### src/microword_misc_pkg.sv
// Package of field codes and widths for the microword miscellaneous control block
package microword_misc_pkg;

	// ****************************************
	// Field widths
	// ****************************************
	localparam int FIELD_W = 4;
	localparam int NEXT_LO_W = 2;
	localparam int INTR_W = 8;
	localparam int RESULT_W = 9;
	localparam int SUM_W = 8;

	// ****************************************
	// Alternate constant-field action codes
	// ****************************************
	localparam logic [3:0] ALT_CARRY_FORCED = 4'h5;
	localparam logic [3:0] ALT_FAULT_INJECT = 4'h6;
	localparam logic [3:0] ALT_CHARSET_TEST = 4'h7;
	localparam logic [3:0] ALT_CLR_INIT_LOAD = 4'hB;
	localparam logic [3:0] ALT_INTR_RESET = 4'hC;
	localparam logic [3:0] ALT_INTR_BIT0_SET = 4'hD;

	// ****************************************
	// Other field codes
	// ****************************************
	localparam logic [3:0] DEST_PRIORITY = 4'h5;
	localparam logic [3:0] ASRC_J_REG = 4'hE;
	localparam logic [2:0] AGATE_STOP = 3'h7;

	// ****************************************
	// Reset values and bit positions
	// ****************************************
	localparam logic [7:0] INTR_RESET_VAL = 8'hFF;
	localparam logic [1:0] NEXT_LO_CLEAR = 2'h0;
	localparam int INTR_BIT0 = 0;
	localparam int RESULT_BIT_A = 0;
	localparam int RESULT_BIT_B = 4;

endpackage

### src/pulse_latch.sv
// Set/reset latch clocked by mclk, with set-over-clear priority option
`timescale 1ns/1ps
`default_nettype none
module pulse_latch #(
	parameter bit SET_WINS = 1'b1
) (
	// Clock and reset
	input wire logic mclk,
	input wire logic reset,
	// Controls
	input wire logic set_i,
	input wire logic clr_i,
	// State
	output logic q
);
	// ****************************************
	// Latch storage
	// ****************************************
	typedef struct packed {
		logic q_r;
	} latch_state_t;

	latch_state_t st_r;
	latch_state_t st_nxt;

	// Next state; the priority choice picks which of a coincident set and clear wins
	always_comb begin
		st_nxt = st_r;
		if (SET_WINS) begin
			if (clr_i)
				st_nxt.q_r = 1'b0;
			if (set_i)
				st_nxt.q_r = 1'b1;
		end else begin
			if (set_i)
				st_nxt.q_r = 1'b1;
			if (clr_i)
				st_nxt.q_r = 1'b0;
		end
	end

	// Register
	always_ff @(posedge mclk or posedge reset) begin
		if (reset)
			st_r <= '0;
		else
			st_r <= st_nxt;
	end

	assign q = st_r.q_r;
endmodule
`default_nettype wire

### src/microword_misc_control.sv
// Miscellaneous microword control: forced branch, fault inject, stops, interrupt reg
`timescale 1ns/1ps
`default_nettype none
module microword_misc_control (
	// Clock and reset
	input wire logic mclk,
	input wire logic reset,
	// CPU cycle pulses
	input wire logic t1,
	input wire logic t2,
	input wire logic t3,
	input wire logic t4,
	// Microword fields
	input wire logic [3:0] constant_field,
	input wire logic alt_const_active,
	input wire logic [3:0] alu_dest_field,
	input wire logic [3:0] a_source_field,
	input wire logic [2:0] a_gating_field,
	input wire logic [1:0] next_addr_field,
	// Branch conditions tested by the high and low condition fields
	input wire logic high_cond_value,
	input wire logic low_cond_value,
	// Datapath and machine status
	input wire logic prev_carry_out,
	input wire logic charset_latch,
	input wire logic process_stop_sw,
	input wire logic compat_mode,
	input wire logic share_req_pending,
	input wire logic intr_bit_set_ext,
	input wire logic [2:0] intr_bit_sel_ext,
	input wire logic [8:0] result_bus_in,
	input wire logic [7:0] sum_n_in,
	input wire logic carry0_n_in,
	// Register-style control port
	input wire logic [3:0] reg_addr,
	input wire logic reg_wr,
	input wire logic reg_rd,
	input wire logic [7:0] reg_wdata,
	output logic [7:0] reg_rdata,
	// Next-address outputs
	output logic upper_branch_bit,
	output logic lower_branch_bit,
	output logic next_addr_load_en,
	// Injection outputs
	output logic [8:0] result_bus_out,
	output logic [7:0] sum_n_out,
	output logic carry0_n_out,
	// Stop and control outputs
	output logic microprogram_stop,
	output logic process_loop_stop,
	output logic clock_start,
	output logic compat_addr_gate,
	output logic priority_latch,
	output logic odd_even_even,
	output logic alu_check_latch,
	output logic [7:0] intr_reg
);
	// ****************************************
	// State
	// ****************************************
	typedef struct packed {
		logic [7:0] intr_r;
		logic prio_ctl_r;
		logic prio_r;
		logic stop_r;
		logic clk_start_r;
		logic upper_r;
		logic lower_r;
		logic [7:0] rdata_r;
		logic [7:0] prio_req_r;
	} ctl_state_t;

	ctl_state_t st_r;
	ctl_state_t st_nxt;

	// Decoded actions
	logic act_carry_forced;
	logic act_fault_inject;
	logic act_charset;
	logic act_clr_load;
	logic act_intr_reset;
	logic act_intr_bit0;
	logic act_stop;
	logic j_selected;
	logic stop_plain;
	logic stop_loop;
	logic oe_set;
	logic oe_clr;
	logic chk_set;
	logic chk_clr;
	logic oe_q;
	logic chk_q;

	// ****************************************
	// Decode
	// ****************************************
	// Alternate constant actions only exist when the alternate field is active
	assign act_carry_forced = alt_const_active &&
		(constant_field == microword_misc_pkg::ALT_CARRY_FORCED);
	assign act_fault_inject = alt_const_active &&
		(constant_field == microword_misc_pkg::ALT_FAULT_INJECT);
	assign act_charset = alt_const_active &&
		(constant_field == microword_misc_pkg::ALT_CHARSET_TEST);
	assign act_clr_load = alt_const_active &&
		(constant_field == microword_misc_pkg::ALT_CLR_INIT_LOAD);
	assign act_intr_reset = alt_const_active &&
		(constant_field == microword_misc_pkg::ALT_INTR_RESET);
	assign act_intr_bit0 = alt_const_active &&
		(constant_field == microword_misc_pkg::ALT_INTR_BIT0_SET);
	// Stop code means compat gating instead in compatibility mode
	assign act_stop = (a_gating_field == microword_misc_pkg::AGATE_STOP) && !compat_mode;
	assign compat_addr_gate = (a_gating_field == microword_misc_pkg::AGATE_STOP) &&
		compat_mode;
	assign j_selected = (a_source_field == microword_misc_pkg::ASRC_J_REG);

	// ****************************************
	// Fault-inject latches
	// ****************************************
	// Odd-even latch: EVEN set on first use at T2; cleared by load action or T2 with check
	assign oe_set = act_fault_inject && t2 && !chk_q;
	assign oe_clr = act_clr_load || (t2 && chk_q);
	// Repeat use (latch already EVEN) sets the check latch at T1
	assign chk_set = act_fault_inject && t1 && oe_q;
	assign chk_clr = (act_fault_inject && t2 && !oe_q) || act_clr_load;

	pulse_latch #(
		.SET_WINS(1'b0)
	) u_odd_even (
		.mclk(mclk),
		.reset(reset),
		.set_i(oe_set),
		.clr_i(oe_clr),
		.q(oe_q)
	);

	pulse_latch #(
		.SET_WINS(1'b1)
	) u_alu_check (
		.mclk(mclk),
		.reset(reset),
		.set_i(chk_set),
		.clr_i(chk_clr),
		.q(chk_q)
	);

	// Injection gates; bad parity only in ODD state: at T1-T2 of first use, and at T3-T4 of a repeat use once T2 has cleared the latch
	always_comb begin
		result_bus_out = result_bus_in;
		if (act_fault_inject && !oe_q) begin
			result_bus_out[microword_misc_pkg::RESULT_BIT_A] = 1'b0;
			result_bus_out[microword_misc_pkg::RESULT_BIT_B] = 1'b0;
		end
		sum_n_out = chk_q ? '1 : sum_n_in;
		carry0_n_out = chk_q ? 1'b1 : carry0_n_in;
	end

	// ****************************************
	// Stop outputs
	// ****************************************
	assign stop_plain = st_r.stop_r && !j_selected;
	assign stop_loop = st_r.stop_r && j_selected && process_stop_sw;
	assign microprogram_stop = stop_plain;
	assign process_loop_stop = stop_loop;
	// Next address held so the loop returns to the stop word
	assign next_addr_load_en = !stop_loop;

	// ****************************************
	// Next state
	// ****************************************
	// Branch bits recomputed every cycle from the current inputs while next_addr_load_en is high
	always_comb begin
		st_nxt = st_r;
		st_nxt.rdata_r = 8'h00;
		// Branch bits follow tested conditions
		if (next_addr_load_en) begin
			st_nxt.upper_r = high_cond_value;
			st_nxt.lower_r = low_cond_value;
			if (act_charset && charset_latch)
				st_nxt.upper_r = 1'b0;
			if (act_carry_forced && prev_carry_out) begin
				{st_nxt.upper_r, st_nxt.lower_r} = microword_misc_pkg::NEXT_LO_CLEAR;
			end
		end
		// Priority handling
		if (alu_dest_field == microword_misc_pkg::DEST_PRIORITY)
			st_nxt.prio_ctl_r = 1'b1;
		if (st_r.prio_ctl_r && t3) begin
			st_nxt.prio_r = 1'b0;
			st_nxt.prio_ctl_r = 1'b0;
		end
		if (|st_r.prio_req_r)
			st_nxt.prio_r = 1'b1;
		// Stop latch
		if (act_stop && t4)
			st_nxt.stop_r = 1'b1;
		if (!act_stop && t4)
			st_nxt.stop_r = 1'b0;
		// Clock runs for share requests only in a loop stop, then stops; a plain stop stops it at once
		if (stop_plain)
			st_nxt.clk_start_r = 1'b0;
		else if (stop_loop && !share_req_pending)
			st_nxt.clk_start_r = 1'b0;
		else if (!st_r.stop_r)
			st_nxt.clk_start_r = 1'b1;
		// Interrupt register, active low bits; external sets apply in any cycle, microword actions late at T4
		if (intr_bit_set_ext)
			st_nxt.intr_r[intr_bit_sel_ext] = 1'b0;
		if (act_intr_reset && t4)
			st_nxt.intr_r = microword_misc_pkg::INTR_RESET_VAL;
		if (act_intr_bit0 && t4)
			st_nxt.intr_r[microword_misc_pkg::INTR_BIT0] = 1'b0;
		// Register port: write addr 0 priority requests; read addr 0 interrupt register, addr 1 status
		st_nxt.prio_req_r = 8'h00;
		if (reg_wr && reg_addr == 4'h0)
			st_nxt.prio_req_r = reg_wdata;
		if (reg_rd) begin
			case (reg_addr)
				4'h0: st_nxt.rdata_r = st_r.intr_r;
				4'h1: st_nxt.rdata_r = {2'h0, oe_q, chk_q, st_r.prio_r,
					st_r.stop_r, stop_loop, st_r.clk_start_r};
				default: st_nxt.rdata_r = 8'h00;
			endcase
		end
	end

	// State register
	always_ff @(posedge mclk or posedge reset) begin
		if (reset) begin
			st_r <= '0;
			st_r.intr_r <= microword_misc_pkg::INTR_RESET_VAL;
			st_r.clk_start_r <= 1'b1;
		end else begin
			st_r <= st_nxt;
		end
	end

	// ****************************************
	// Outputs
	// ****************************************
	assign upper_branch_bit = st_r.upper_r;
	assign lower_branch_bit = st_r.lower_r;
	assign clock_start = st_r.clk_start_r;
	assign priority_latch = st_r.prio_r;
	assign odd_even_even = oe_q;
	assign alu_check_latch = chk_q;
	assign intr_reg = st_r.intr_r;
	assign reg_rdata = st_r.rdata_r;
endmodule
`default_nettype wire

### config.mk
export PLATFORM = sky130hd
export DESIGN_NAME = microword_misc_control
export DESIGN_NICKNAME = d
export VERILOG_FILES = /design/src/microword_misc_pkg.sv /design/src/pulse_latch.sv /design/src/microword_misc_control.sv
export SDC_FILE = /design/constraint.sdc
export NUM_CORES = 1
export LEC_CHECK = 0
export ABC_AREA = 1
export CORE_MARGIN = 2
export CORE_UTILIZATION = 30
export DETAILED_ROUTE_END_ITERATION = 10
export DONT_BUFFER_PORTS = 1
export GPL_TIMING_DRIVEN = 1
export PLACE_DENSITY = 0.51
export SLEW_MARGIN = 10
export SYNTH_ARGS = -nofsm -noshare
export SYNTH_HDL_FRONTEND = slang
export SYNTH_SLANG_ARGS = --single-unit
### constraint.sdc
create_clock -name mclk -period 1.75 [get_ports mclk]
set_input_delay 0.35 -clock mclk [delete_from_list [all_inputs] [get_ports mclk]]
set_output_delay 0.35 -clock mclk [all_outputs]
set_load 0.02 [all_outputs]
==> results.toml <==
[detailed_routing]
ant_nets = 0
num_vias = 1172
drt_iter0_markers = 42
routed_wl_um = 3420
viasPerCell = 4.39
avgRoutedWirePerCell_um = 12.8
first_pass_iters = 4
drc_errors = 0

[timing]
slew_headroom_pct = 71.2
final-hold-violation-count = 0
rsz0062_at_grt = "false"
period_needed_ns = 1.60
timing.final.crit_share_pct = 91.5
worst_pin_slew_ns = 0.432
drv_slew = 0
fmax_mhz = 624
final.setup.tns_ns = 0
finClkSkew_ns = 0.00387
finalSetupViolCount = 0

[final_layout]
design_area_sq_um = 1720
largest_register_ffs = 10
layout_commonest_cell = "nand2_1"
areaGrowthSynthToFinish_pct = 2.23
final_cell_mix = "43 x nand2_1, 33 x inv_1, 27 x nor2_1, 22 x dfrtp_1"
multiInputGateArea_sq_um = 553
n_fill_cell = 617
antenna_cells = 0
fin_nets = 261
final_util_pct = 31.5
seq_area_sq_um = 813
drive_gt1_share_pct = 19.5

[global_routing]
grt_max_degree = 33
grt_remaining_overflow = 0
grt_pass1_wl_um = 5240
grt_pass1_vias = 1106
grtUsageTotal_pct = 11.2
antenna_found_initial = 0

[power]
p_leak_nw = 0.908
vdd_drop_max_mv = 0.319
powerDensity_nw_per_um2 = 1100

[worst_hold_path]
min_path_type = "in2async"

[logic_synthesis]
synth_nets = 276
synth.distinct_cells = 27
yosysWarnings = 0
synth_fa_ha_area_share_pct = 0
synth_compound_area_share_pct = 7.13
synth.area.top_cells = "dfrtp_1 34%, dfstp_2 14%, buf_4 10%, nand2_1 9.6%, inv_1 7.4%"
ys_seq_elements = 32
yosys.area.top_type_share_pct = 34.2
synth.mux.area_fraction_pct = 0
syn_inst = 209
synth_top_family_by_area = "simple AND/OR/NAND/NOR gates"
avgSynthCellArea_sq_um = 8.06
yosysSeqAreaShare_pct = 48.2
syn_area_sq_um = 1680
synth_simple_gate_area_share_pct = 25.7
synth_xor_area_share_pct = 0
yosys.area.top_type = "dfrtp_1"

[clock_network]
htree_levels = 2
cts_tree = "done"
numCtsBuffers = 5
clk_pin_slew_ns = 0.07
cts_buffer_depth = 2
cts_hold_buffers = 0
postCtsResizedCells = 0
clk_latency_ns = 0.28
clock_sink_count = 32
cts_post_setup_buffers_inserted = 0
cts_root_buf = "clkbuf_8"

[placement]
gp_congestion = 0.677
portBuffers = 0
dpl_cell_area_sq_um = 1610
place_hpwl_um = 2650

[floorplanning]
initial_core_util_pct = 30.8
fp.dieH_um = 78.9
dieArea_sq_um = 6230
rows = 27
ios = 111
die-width_um = 78.9
coreArea_sq_um = 5470

[critical_path]
cpMaxStageDelayCell = "dfrtp_1"
max_stage_delay_ns = 0.54
path_class = "reg2out"
path_buf_inv = 0
critPathTopFamily = "flip-flops"
cp.arrival_ns = 1.25
worstPathCellList = "or2_2"
endpoint_kind = "output port"
crit_fanout = 13
start_kind = "flip-flop"
cp_data_required_time_ns = 1.40

[run]
cap_violations = 0

[outcome]
status = "complete, no violations"
final timing paths:
kind | from | to | slack (ns) | depth (start not counted)
max in group asynchronous | reset | intr_reg[5]$_DFFE_PP1P_ | 1.38 | 2
setup reg to reg | st_r[19]$_DFFE_PP0P_ | lower_branch_bit$_DFFE_PP0P_ | 0.58 | 6
min in group mclk | reg_wdata[2] | st_r[2]$_DFF_PP0_ | 0.16 | 2
hold reg to reg | st_r[19]$_DFFE_PP0P_ | clock_start$_DFFE_PP1P_ | 0.42 | 1
hold / removal | reset | st_r[21]$_DFFE_PP0P_ | 0.03 | 2
setup / recovery | u_alu_check.q$_DFFE_PP0P_ | sum_n_out[2] | 0.15 | 1
per-layer routing:
metal  share of wire, %  track usage [%]
met1                 40             12.9
met2                 49             18.6
met3                9.4             4.20
met4                1.7             4.66
met5                  0                0
synthesized netlist by cell type, drive strengths merged:
| library cell | instances |
|---|---|
| or2 | 10 |
| buf | 24 |
| inv | 35 |
| nand2 | 43 |
| dfrtp | 23 |
| dfstp | 9 |
| o31ai | 1 |
| a31oi | 1 |
| o211ai | 1 |
| a21boi | 2 |
| nand4 | 2 |
| nand3 | 9 |
| o21ai | 13 |
| nor3 | 1 |
| nor2 | 30 |
| a21oi | 1 |
| o22ai | 1 |
| and3 | 1 |
| o21bai | 1 |
| clkbuf | 1 |
metrics by stage:
| step | cells | hold slack, ns | total power (W) | setup WS (ns) |
|---|---|---|---|---|
| after floorplan | 209 | 0.396 | 0.00121 | 0.312 |
| after global placement | 259 | 0.357 | 0.00121 | 0.447 |
| after detailed placement | 259 | 0.359 | 0.00121 | 0.418 |
| after CTS | 267 | 0.0488 | 0.00193 | 0.102 |
| after global routing | 267 | 0.0713 | 0.00200 | 0.0659 |
| final | 267 | 0.0342 | 0.00190 | 0.149 |
where the power goes:
group	total, W	internal, W	leakage (nW)	switching, W
Clock	0.000715	0.000421	0.0541	0.000294
Sequential	0.000966	0.000833	0.403	0.000133
Combinational	0.000220	0.0000761	0.451	0.000144
area by class of cell:
| cell class | count | area share [%] |
|---|---|---|
| clock buffers | 5 | 4.00 |
| flip-flops and latches | 32 | 47.2 |
| well taps | 72 | 5.23 |
| inverters | 35 | 7.63 |
| repair buffers | 3 | 1.31 |
| multi-input cells | 117 | 32.1 |
| clock inverters | 3 | 2.47 |
cell families (layout without fill, tap and decap cells):
logic type | count (synthesis) | in the layout
DFF | 32 | 32
buffers and inverters | 60 | 46
and+or+nand+nor | 96 | 96
AOI/OAI and AO/OA | 21 | 21
Note: power is estimated with default switching activity, not from simulation.
